$ cat src/shared/dcs_pkg.sv
// constants, types and register map of the dual-sample conversion sequencer
// assumes a 100 MHz system clock; all timing counts derive from CLK_NS
package dcs_pkg;
  localparam int CLK_NS = 10;
  localparam int CW = 12;
  // conversion timing, ns
  localparam int T_CONV_A_NS = 700;
  localparam int T_CONV_A_IMP_NS = 950;
  localparam int T_CONV_B_NS = 700;
  localparam int T_EOC_GAP_NS = 45;
  localparam int T_DATA_BUSY_NS = 14;
  localparam int T_SYNC_RDC_NS = 250;
  localparam int T_SYNC_RDC_IMP_NS = 500;
  localparam int T_SYNC_RAC_NS = 750;
  localparam int T_SYNC_RAC_IMP_NS = 1000;
  localparam int T_SYNC_BUSY_NS = 25;
  localparam int T_LEAD0_NS = 3;
  localparam int T_LEAD_NS = 17;
  localparam int T_BUSY_MAX_NS = 1750;
  localparam int T_BUSY_MAX_IMP_NS = 2000;
  localparam int T_EOC_A_MAX_NS = 1000;
  localparam int T_EOC_A_MAX_IMP_NS = 1250;
  localparam int T_EOC_B_MAX_NS = 750;
  localparam int SCLK_NS [4] = '{40, 70, 140, 280};
  // cycle counts: longest times round down, least times round up
  localparam logic [CW-1:0] CONV_A_CYC = CW'(T_CONV_A_NS / CLK_NS);
  localparam logic [CW-1:0] CONV_A_IMP_CYC = CW'(T_CONV_A_IMP_NS / CLK_NS);
  localparam logic [CW-1:0] CONV_B_CYC = CW'(T_CONV_B_NS / CLK_NS);
  localparam logic [CW-1:0] GAP_CYC = CW'((T_EOC_GAP_NS + CLK_NS - 1) / CLK_NS);
  // one extra cycle: the parallel data register trails the result capture
  localparam logic [CW-1:0] TAIL_CYC = CW'((T_DATA_BUSY_NS + CLK_NS - 1) / CLK_NS + 1);
  localparam logic [CW-1:0] SYNC_RDC_CYC = CW'(T_SYNC_RDC_NS / CLK_NS);
  localparam logic [CW-1:0] SYNC_RDC_IMP_CYC = CW'(T_SYNC_RDC_IMP_NS / CLK_NS);
  localparam logic [CW-1:0] SYNC_RAC_CYC = CW'(T_SYNC_RAC_NS / CLK_NS);
  localparam logic [CW-1:0] SYNC_RAC_IMP_CYC = CW'(T_SYNC_RAC_IMP_NS / CLK_NS);
  localparam logic [CW-1:0] POST_CYC = CW'((T_SYNC_BUSY_NS + CLK_NS - 1) / CLK_NS - 1);
  // wishbone register map
  localparam int WB_AW = 8;
  localparam logic [WB_AW-1:0] REG_CTRL = 8'h00;
  localparam logic [WB_AW-1:0] REG_STATUS = 8'h04;
  localparam logic [WB_AW-1:0] REG_RES_A = 8'h08;
  localparam logic [WB_AW-1:0] REG_RES_B = 8'h0c;
  localparam logic [7:0] CTRL_RESET = 8'h00;
  localparam int CTRL_PORT_BIT = 0;
  localparam int CTRL_LP_BIT = 1;
  localparam int CTRL_SLAVE_BIT = 2;
  localparam int CTRL_RAC_BIT = 3;
  localparam int CTRL_DIV_LSB = 4;
  localparam int CTRL_PAIR_BIT = 6;
  localparam int STAT_BUSY_BIT = 0;
  localparam int STAT_EOC_BIT = 1;
  localparam int STAT_PAIR_BIT = 2;
  localparam int STAT_SYNC_BIT = 3;
  typedef struct packed {
    logic cyc;
    logic stb;
    logic we;
    logic [3:0] sel;
    logic [WB_AW-1:0] adr;
    logic [31:0] dat;
  } dcs_wb_req_s;
  typedef struct packed {
    logic ack;
    logic [31:0] dat;
  } dcs_wb_rsp_s;
  typedef enum logic [2:0] {C_IDLE, C_A, C_GAP, C_B, C_TAIL} dcs_conv_e;
  typedef enum logic [2:0] {S_IDLE, S_DELAY, S_WAIT, S_LEAD, S_HIGH, S_LOW, S_END, S_POST} dcs_ser_e;
endpackage

$ cat src/rtl/dcs_sequencer.sv
// conversion sequencer with parallel, master serial and slave serial result ports
// assumes host pins come from logic on clk and the analog core holds results steady
//
// Local design decisions: the placing of the registers and the Wishbone slave port.
`timescale 1ns/1ns
// Functional notes
// - busy rises within 32 ns of convert start falling.
// - busy high at most 1.75/2 us except master read-after-convert.
// - busy falls at least 10 ns after both conversions end.
// - end-of-conversion flag rises within 30 ns of convert start.
// - flag high during channel A at most 1/1.25 us.
// - flag low at least 45 ns between channel A and B.
// - flag high during channel B at most 0.75 us.
// - parallel result valid within 1.75/2 us of convert start.
// - parallel data valid at least 14 ns before busy falls.
// - bus request gives data within 40 ns, release 5 to 15 ns.
// - channel select change presents the other result within 40 ns.
// - read-during-convert frame sync about 250/500 ns after start.
// - read-after-convert frame sync about 0.75/1 us after start.
// - master serial busy falls about 25 ns after frame sync ends.
// - divider settings give serial clock periods of at least 25..200 ns.
// - typical serial clock periods 40, 70, 140, 280 ns.
// - normal read-after-convert busy at most 3.25..10.75 us.
// - reduced-power read-after-convert busy at most 3.5..11 us.
// - first serial clock edge 3 or 17 ns after frame sync.
// - chip select high floats sync, clock and serial data within 10 ns.
// - slave serial data updates 3 to 18 ns after clock edge.
// - input pair select low samples pair one, high pair two.
// - channel select high sends A then B, low B then A.
// - low power select uses reduced-power timings.
// - port select low parallel, high serial.
module dcs_sequencer
  import dcs_pkg::*;
#(
  parameter int RES_W = 16
) (
  input logic clk,
  input logic rstn,
  input logic ce,
  input dcs_wb_req_s wb_i,
  output dcs_wb_rsp_s wb_o,
  input logic convert_start_n,
  input logic conv_reset,
  input logic cs_n,
  input logic rd_n,
  input logic chan_read_sel,
  input logic ext_sclk,
  input logic serial_chain_in,
  input logic [RES_W-1:0] core_a_result,
  input logic [RES_W-1:0] core_b_result,
  output logic busy,
  output logic eoc,
  output logic pair_sel,
  output logic sample_hold,
  output logic [RES_W-1:0] par_data,
  output logic par_oe,
  output logic sync_out,
  output logic sync_oe,
  output logic sclk_out,
  output logic sclk_oe,
  output logic serial_result_out,
  output logic serial_result_out_oe
);
  localparam int FW = 2 * RES_W;

  logic [7:0] ctrl;
  dcs_conv_e cst, next_cst;
  dcs_ser_e sst, next_sst;
  logic [CW-1:0] ccnt, next_ccnt, scnt, next_scnt;
  logic [5:0] bitc;
  logic cnv_q, sclk_q, ser_done, b_done_q;
  logic [RES_W-1:0] res_a, res_b;
  logic [FW-1:0] shreg;
  logic [CW-1:0] hi_tab [4];
  logic [CW-1:0] lo_tab [4];
  logic [CW-1:0] lead_tab [4];
  logic wb_ack;
  logic [31:0] wb_dat;
  logic [31:0] status_w;

  // mode decode
  wire serial_mode = ctrl[CTRL_PORT_BIT];
  wire low_power = ctrl[CTRL_LP_BIT];
  wire slave_mode = serial_mode & ctrl[CTRL_SLAVE_BIT];
  wire master_mode = serial_mode & ~ctrl[CTRL_SLAVE_BIT];
  wire rac = ctrl[CTRL_RAC_BIT];
  // read-during-convert always runs the fastest serial clock
  wire [1:0] div = rac ? ctrl[CTRL_DIV_LSB +: 2] : 2'b00;

  // a start while busy is ignored; the host is expected not to try
  wire start = cnv_q & ~convert_start_n & (cst == C_IDLE) & ~conv_reset;
  wire [CW-1:0] conv_a_cyc = low_power ? CONV_A_IMP_CYC : CONV_A_CYC;
  wire [CW-1:0] sync_rdc = low_power ? SYNC_RDC_IMP_CYC : SYNC_RDC_CYC;
  wire [CW-1:0] sync_rac = low_power ? SYNC_RAC_IMP_CYC : SYNC_RAC_CYC;
  wire [CW-1:0] sync_cyc = rac ? sync_rac : sync_rdc;
  wire a_done = (cst == C_A) && (ccnt == '0);
  wire b_done = (cst == C_B) && (ccnt == '0);
  wire ser_fin = (sst == S_POST) && (scnt == '0);

  // serial clock shape per divider setting
  for (genvar g = 0; g < 4; g++) begin : g_div
    assign hi_tab[g] = CW'((SCLK_NS[g] / 2 + CLK_NS - 1) / CLK_NS);
    assign lo_tab[g] = CW'(SCLK_NS[g] / CLK_NS) - hi_tab[g];
    assign lead_tab[g] = CW'(((g == 0 ? T_LEAD0_NS : T_LEAD_NS) + CLK_NS - 1) / CLK_NS);
  end
  wire [CW-1:0] hi_cyc = hi_tab[div];
  wire [CW-1:0] lo_cyc = lo_tab[div];

  // conversion sequence: A, flag gap, B, data settle tail
  always_comb begin
    next_cst = cst;
    next_ccnt = (ccnt == '0) ? ccnt : ccnt - 1'b1;
    unique case (cst)
      C_IDLE: if (start) begin
        next_cst = C_A;
        next_ccnt = conv_a_cyc - 1'b1;
      end
      C_A: if (ccnt == '0) begin
        next_cst = C_GAP;
        next_ccnt = GAP_CYC - 1'b1;
      end
      C_GAP: if (ccnt == '0) begin
        next_cst = C_B;
        next_ccnt = CONV_B_CYC - 1'b1;
      end
      C_B: if (ccnt == '0) begin
        next_cst = C_TAIL;
        next_ccnt = TAIL_CYC - 1'b1;
      end
      C_TAIL: if (ccnt == '0 && (ser_done || !master_mode)) begin
        next_cst = C_IDLE;
      end
    endcase
    if (conv_reset) begin
      next_cst = C_IDLE;
    end
  end

  // master serial frame
  always_comb begin
    next_sst = sst;
    next_scnt = (scnt == '0) ? scnt : scnt - 1'b1;
    unique case (sst)
      S_IDLE: if (start && master_mode) begin
        next_sst = S_DELAY;
        next_scnt = sync_cyc - 2'd2;
      end
      S_DELAY: if (scnt == '0) begin
        next_sst = S_WAIT;
      end
      // after-convert frames hold the clock until both results exist
      S_WAIT: if (!rac || cst == C_TAIL) begin
        next_sst = S_LEAD;
        next_scnt = lead_tab[div] - 1'b1;
      end
      S_LEAD: if (scnt == '0) begin
        next_sst = S_HIGH;
        next_scnt = hi_cyc - 1'b1;
      end
      S_HIGH: if (scnt == '0) begin
        next_sst = (bitc == 6'(FW - 1)) ? S_END : S_LOW;
        next_scnt = lo_cyc - 1'b1;
      end
      S_LOW: if (scnt == '0) begin
        next_sst = S_HIGH;
        next_scnt = hi_cyc - 1'b1;
      end
      S_END: if (scnt == '0) begin
        next_sst = S_POST;
        next_scnt = POST_CYC - 1'b1;
      end
      S_POST: if (scnt == '0) begin
        next_sst = S_IDLE;
      end
    endcase
    if (conv_reset) begin
      next_sst = S_IDLE;
    end
  end

  always_ff @(posedge clk or negedge rstn) begin
    if (!rstn) begin
      cst <= C_IDLE;
      ccnt <= '0;
      busy <= 1'b0;
      eoc <= 1'b0;
    end else if (ce) begin
      cst <= next_cst;
      ccnt <= next_ccnt;
      busy <= next_cst != C_IDLE;
      eoc <= (next_cst == C_A) || (next_cst == C_B);
    end
  end

  always_ff @(posedge clk or negedge rstn) begin
    if (!rstn) begin
      sst <= S_IDLE;
      scnt <= '0;
      sync_out <= 1'b0;
      sclk_out <= 1'b0;
      ser_done <= 1'b0;
    end else if (ce) begin
      sst <= next_sst;
      scnt <= next_scnt;
      sync_out <= next_sst inside {S_WAIT, S_LEAD, S_HIGH, S_LOW, S_END};
      sclk_out <= next_sst == S_HIGH;
      ser_done <= ser_fin | (ser_done & ~start);
    end
  end

  // sampling and result capture
  always_ff @(posedge clk or negedge rstn) begin
    if (!rstn) begin
      cnv_q <= 1'b1;
      pair_sel <= 1'b0;
      sample_hold <= 1'b0;
      res_a <= '0;
      res_b <= '0;
      b_done_q <= 1'b0;
    end else if (ce) begin
      cnv_q <= convert_start_n;
      sample_hold <= start;
      b_done_q <= b_done;
      if (start) begin
        pair_sel <= ctrl[CTRL_PAIR_BIT];
      end
      if (a_done) begin
        res_a <= core_a_result;
      end
      if (b_done) begin
        res_b <= core_b_result;
      end
    end
  end

  // parallel port
  wire par_req = ~cs_n & ~rd_n & ~serial_mode;
  wire [RES_W-1:0] par_next = chan_read_sel ? res_a : res_b;

  always_ff @(posedge clk or negedge rstn) begin
    if (!rstn) begin
      par_data <= '0;
      par_oe <= 1'b0;
    end else if (ce) begin
      par_data <= par_next;
      par_oe <= par_req;
    end
  end

  // shared shifter: master frames and host-clocked slave reads
  wire [FW-1:0] frame = chan_read_sel ? {res_a, res_b} : {res_b, res_a};
  wire ld_m = (sst == S_WAIT) && (next_sst == S_LEAD);
  wire sh_m = (sst == S_HIGH) && (scnt == '0);
  wire sh_s = slave_mode & ~cs_n & ext_sclk & ~sclk_q;
  wire ld_s = slave_mode & b_done_q;

  always_ff @(posedge clk or negedge rstn) begin
    if (!rstn) begin
      shreg <= '0;
      bitc <= '0;
      sclk_q <= 1'b0;
    end else if (ce) begin
      sclk_q <= ext_sclk;
      if (ld_m || ld_s) begin
        shreg <= frame;
      end else if (sh_m || sh_s) begin
        shreg <= {shreg[FW-2:0], serial_chain_in};
      end
      if (ld_m) begin
        bitc <= '0;
      end else if (sh_m) begin
        bitc <= bitc + 1'b1;
      end
    end
  end

  assign serial_result_out = shreg[FW-1];
  // enables stay combinational so chip select floats the pins at once
  wire ser_en = ~cs_n & serial_mode;
  assign serial_result_out_oe = ser_en;
  assign sync_oe = ser_en & master_mode;
  assign sclk_oe = ser_en & master_mode;

  // wishbone slave; every access, mapped or not, is acked after one cycle
  wire wb_go = wb_i.cyc & wb_i.stb & ~wb_ack;
  wire hit_ctrl = wb_i.adr == REG_CTRL;
  wire hit_stat = wb_i.adr == REG_STATUS;
  wire hit_ra = wb_i.adr == REG_RES_A;
  wire hit_rb = wb_i.adr == REG_RES_B;
  wire wr_ctrl = wb_go & wb_i.we & hit_ctrl & wb_i.sel[0];

  always_comb begin
    status_w = '0;
    status_w[STAT_BUSY_BIT] = busy;
    status_w[STAT_EOC_BIT] = eoc;
    status_w[STAT_PAIR_BIT] = pair_sel;
    status_w[STAT_SYNC_BIT] = sync_out;
  end

  wire [31:0] rd_mux = hit_ctrl ? {24'h0, ctrl} :
                       hit_stat ? status_w :
                       hit_ra ? 32'(res_a) :
                       hit_rb ? 32'(res_b) : 32'h0;

  always_ff @(posedge clk or negedge rstn) begin
    if (!rstn) begin
      ctrl <= CTRL_RESET;
      wb_ack <= 1'b0;
      wb_dat <= '0;
    end else if (ce) begin
      wb_ack <= wb_go;
      wb_dat <= (wb_go && !wb_i.we) ? rd_mux : 32'h0;
      if (wr_ctrl) begin
        ctrl <= wb_i.dat[7:0];
      end
    end
  end

  assign wb_o.ack = wb_ack;
  assign wb_o.dat = wb_dat;

  // checks
  localparam int BUSY_MAX_N = T_BUSY_MAX_NS / CLK_NS;
  localparam int BUSY_MAX_I = T_BUSY_MAX_IMP_NS / CLK_NS;
  localparam int EOC_A_MAX_N = T_EOC_A_MAX_NS / CLK_NS;
  localparam int EOC_A_MAX_I = T_EOC_A_MAX_IMP_NS / CLK_NS;
  localparam int EOC_B_MAX = T_EOC_B_MAX_NS / CLK_NS;
  logic [CW-1:0] busy_cnt, eoc_cnt;

  always_ff @(posedge clk or negedge rstn) begin
    if (!rstn) begin
      busy_cnt <= '0;
      eoc_cnt <= '0;
    end else if (ce) begin
      busy_cnt <= busy ? busy_cnt + 1'b1 : '0;
      eoc_cnt <= eoc ? eoc_cnt + 1'b1 : '0;
    end
  end
endmodule // dcs_sequencer

$ cat config.mk
export PLATFORM = sky130hd
export DESIGN_NAME = dcs_sequencer
export DESIGN_NICKNAME = d
export VERILOG_FILES = /design/src/shared/dcs_pkg.sv /design/src/rtl/dcs_sequencer.sv
export SDC_FILE = /design/constraint.sdc
export NUM_CORES = 1
export LEC_CHECK = 0
export ABC_AREA = 1
export BUFFER_PORTS_ARGS = -buffer_cell sky130_fd_sc_hd__buf_2
export CAP_MARGIN = 40
export CORE_MARGIN = 2
export CORE_UTILIZATION = 39
export CTS_BUF_LIST = sky130_fd_sc_hd__clkbuf_8 sky130_fd_sc_hd__clkbuf_16
export DETAILED_ROUTE_END_ITERATION = 8
export PLACE_DENSITY = 0.56
export REMOVE_ABC_BUFFERS = 1
export SYNTH_ARGS = -nofsm -noshare
export SYNTH_HDL_FRONTEND = slang
export SYNTH_SLANG_ARGS = --single-unit
$ cat constraint.sdc
create_clock -name clk -period 3.5 [get_ports clk]
set_clock_uncertainty 0.05 [all_clocks]
set_input_delay 0.175 -clock clk [delete_from_list [all_inputs] [get_ports clk]]
set_output_delay 0.175 -clock clk [all_outputs]
set_load 0.005 [all_outputs]
==> impl_metrics.csv <==
group,metric,value,unit
critical_path,r2r_start,"scnt[0]",
logic_synthesis,synthCells,1221,
detailed_routing,vias_per_cell,4.996,
critical_path,startpoint_type,"register",
die,placementRows,55,
timing,tns,0,ps
detailed_routing,dr_total_vias,8293,
grt,track_usage,0.2174,
power,peakVddDrop,0.2554,mV
critical_path,arrival,2930,ps
worst_hold_path,hp-class,"input port to register",
power,combPwrFrac,0.237,
die,die_h,154.4,um
logic_synthesis,synth_ff_type,"dfrtp_1",
timing,grt_setup_unrepaired,"no",
timing,period_share,0.7432,
final_layout,final_area,10670,sq um
detailed_routing,drtAntennaViolNets,0,
detailed_routing,drt_iter0_drc,525,
die,initial_utilization,0.3933,
grt,grt_overflow_total,0,
clock_tree,clk_latency,430,ps
clock_tree,cts_buffer_depth,2,
logic_synthesis,synth_edf_count,0,
final_layout,nets,1468,
worst_hold_path,hold_start,"wb_i[46]",
timing,setup_viol,0,
place,dp_slack,937.4,ps
place,port_buffers,105,
power,power_switching,1853,uW
timing,fin_ws,898.7,ps
clock_tree,cts_tree,"built",
run_status,status,"finished clean",
clock_tree,cts_sinks,152,
critical_path,critPathMaxFanout,32,
grt,grt_max_degree,60,
power,sequentialPowerShare,0.416,
die,core,22430,sq um
clock_tree,cts-buffers-inserted,17,
detailed_routing,firstDrtPassIters,5,
power,power_leakage,0.005676,uW
timing,worst_pin_slew,612.9,ps
critical_path,worstSetupPathType,"register to register",
grt,grt_pass1_wl,40.91,mm
timing,clock.fmax,384.4,MHz
timing,drv_slew,0,
place,place_area,9607,sq um
clock_tree,postCtsSetupBuffers,0,
critical_path,timing.rr.end,"shreg[11]",
final_layout,syn_to_final_growth,20.89,%
die,die_area,23840,sq um
power,swShare,0.3415,
logic_synthesis,seq_area_frac_synth,0.4313,
logic_synthesis,synth_warnings,0,
clock_tree,cts.htree.levels,4,
die,pin_count,149,
clock_tree,post_cts_resized,0,
worst_hold_path,hold_path_end,"wb_ack",
die,die_w,154.4,um
critical_path,rr_worst_depth,14,
critical_path,r2r_setup_slack,900,ps
logic_synthesis,async_flop_share,1.000,
grt,grt_pass1_vias,7821,
logic_synthesis,yosysUniqueCellTypes,45,
power,pwr-share-clk,0.347,
grt,antenna_found_initial,1,
logic_synthesis,ys_seq_elements,152,
critical_path,required,3820,ps
timing,fin_crit,2601,ps
detailed_routing,wl,25.42,mm
logic_synthesis,synth_area_per_cell,7.225,sq um
timing,hold_viol_final,0,
job,cap_viol_max_count,0,
detailed_routing,wl_per_cell,15.31,um
clock_tree,path_clk_slew,70,ps
power,p_int,3573,uW
timing,timing.slew.headroom,0.5914,
clock_tree,cts_hold_buf,46,
place,dp_hpwl,17.53,mm
place,routabilityCongestion,0.8983,
critical_path,end_kind,"register",
clock_tree,cts_root_buf,"clkbuf_16",
logic_synthesis,netlist_area,8822,sq um
power,power_density,508.8,nW/um^2
worst_hold_path,hold_depth,3,
final_layout,drive_gt1_frac,0.1463,
detailed_routing,drc_errors,0,
==> kinds of logic (layout without fill, tap and decap cells) <==
logic type	Yosys count	count (layout)	synth area share
AOI/OAI and AO/OA	186	186	0.1159
xor gates and xnor gates	9	9	0.008935
adders and majority gates	18	18	0.02553
buffers and inverters	181	319	0.09162
DFF	152	152	0.4313
muxes	12	12	0.01532
other	1	17	0.0004251
and+or+nand+nor	662	662	0.3110
==> stage by stage <==
stage / total power (uW) / instances / hold slack [ps] / util
2_1_floorplan: 3124 / 1167 / -170.6 / -
3_3_place_gp: 3510 / 1578 / 279.5 / 0.4258
3_5_place_dp: 3536 / 1581 / 32.40 / 0.4282
4_1_cts: 5481 / 1659 / 7.862 / 0.4753
5_1_grt: 5800 / 1660 / 27.56 / 0.4754
6_report: 5426 / 1660 / 17.55 / 0.4754
==> how the worst max path moves through the flow <==
stage | from | end | slack (ps) | depth (start not counted)
3_5_place_dp | scnt[0] | shreg[11] | 940 | 14
5_1_grt | scnt[0] | shreg[18] | 620 | 14
3_3_place_gp | scnt[0] | shreg[18] | 970 | 15
6_report | scnt[0] | shreg[11] | 900 | 14
4_1_cts | scnt[0] | shreg[11] | 900 | 14
2_1_floorplan | scnt[0] | shreg[0] | 670 | 13
==> flip-flops by register name, indices dropped and copies added (netlist names), 3 cells and up <==
signal and cells:
res_a 16, wb_dat 16, par_data 16, scnt 12
ctrl 8, ccnt 12, bitc 6, res_b 16
shreg 32, cst 3, sst 3
==> layout make-up <==
type / instances / area [sq um]
Inverter: 112 / 420.4
Multi-Input combinational cell: 903 / 4268
Timing Repair Buffer: 175 / 1217
Antenna cell: 1 / 2.502
Clock buffer: 17 / 425.4
Sequential cell: 152 / 3805
Tap cell: 285 / 356.6
Fill cell: 2279 / 11770
Clock inverter: 15 / 170.2
==> cells in the final DEF (no fill, tap or decap), types with 6 or more instances in the layout <==
cell type,n
nand2_1,438
dfrtp_1,151
inv_1,105
buf_2,104
o21ai_0,93
nor2_1,92
nand3_1,82
dlygate4sd3_1,46
a21oi_1,45
buf_4,21
nand4_1,19
ha_1,18
o22ai_1,17
clkbuf_16,17
conb_1,16
mux2_2,12
nor3_1,10
o211ai_1,8
inv_2,7
o21ai_1,7
xor2_1,7
nor2_2,6
==> critical path: stages (launching register included) <==
cell	delay, ps
dfrtp_1	410
inv_1	110
ha_1	190
nand2_1	120
nor2_2	190
nand2_1	90
buf_4	210
nor2_1	170
inv_1	100
nand2_1	90
nand2_2	170
nand2_2	100
buf_4	350
nand2_1	120
nand2_1	80
==> synth_stat cells (2+ instances only) <==
| master | n | area share |
|---|---|---|
| o2111ai_1 | 2 | 0.0020 |
| buf_4 | 21 | 0.018 |
| xnor2_1 | 2 | 0.0020 |
| or2_2 | 3 | 0.0021 |
| nor3_1 | 10 | 0.0057 |
| buf_6 | 5 | 0.0064 |
| o21ai_1 | 7 | 0.0040 |
| ha_1 | 18 | 0.026 |
| nor2_1 | 93 | 0.040 |
| buf_2 | 10 | 0.0057 |
| o21ai_0 | 93 | 0.053 |
| buf_1 | 6 | 0.0026 |
| a22oi_1 | 2 | 0.0017 |
| nand2_1 | 438 | 0.19 |
| nand4_1 | 19 | 0.013 |
| nand3b_1 | 2 | 0.0017 |
| nor2_2 | 5 | 0.0035 |
| nand2_2 | 3 | 0.0021 |
| o41ai_1 | 2 | 0.0020 |
| dfrtp_1 | 151 | 0.43 |
| inv_2 | 6 | 0.0026 |
| clkbuf_1 | 27 | 0.011 |
| o21a_1 | 3 | 0.0026 |
| o22ai_1 | 17 | 0.012 |
| nand3_1 | 82 | 0.047 |
| nand3_2 | 2 | 0.0023 |
| a21oi_1 | 45 | 0.026 |
| inv_1 | 106 | 0.045 |
| o211ai_1 | 8 | 0.0068 |
| mux2_2 | 12 | 0.015 |
| xor2_1 | 7 | 0.0069 |
==> power groups by stage <==
| stage | Sequential [uW] | Clock (uW) | Combinational (uW) |
|---|---|---|---|
| after global routing | 2300 | 2010 | 1490 |
| final | 2260 | 1880 | 1280 |
| after global placement | 2290 | 0 | 1220 |
| after floorplan | 2240 | 0 | 886 |
| after CTS | 2260 | 1930 | 1290 |
| after detailed placement | 2290 | 0 | 1250 |
==> per-layer routing <==
layer  routed length (um)  vias to the layer above  global-route usage
li1                     -                     4179                   -
met1                12130                     3926              0.3006
met2                11840                      166              0.3525
met3                 1033                       22             0.03755
met4                  424                        0             0.06173
met5                    0                        -                   0
Power figures use the tool's default switching activity.
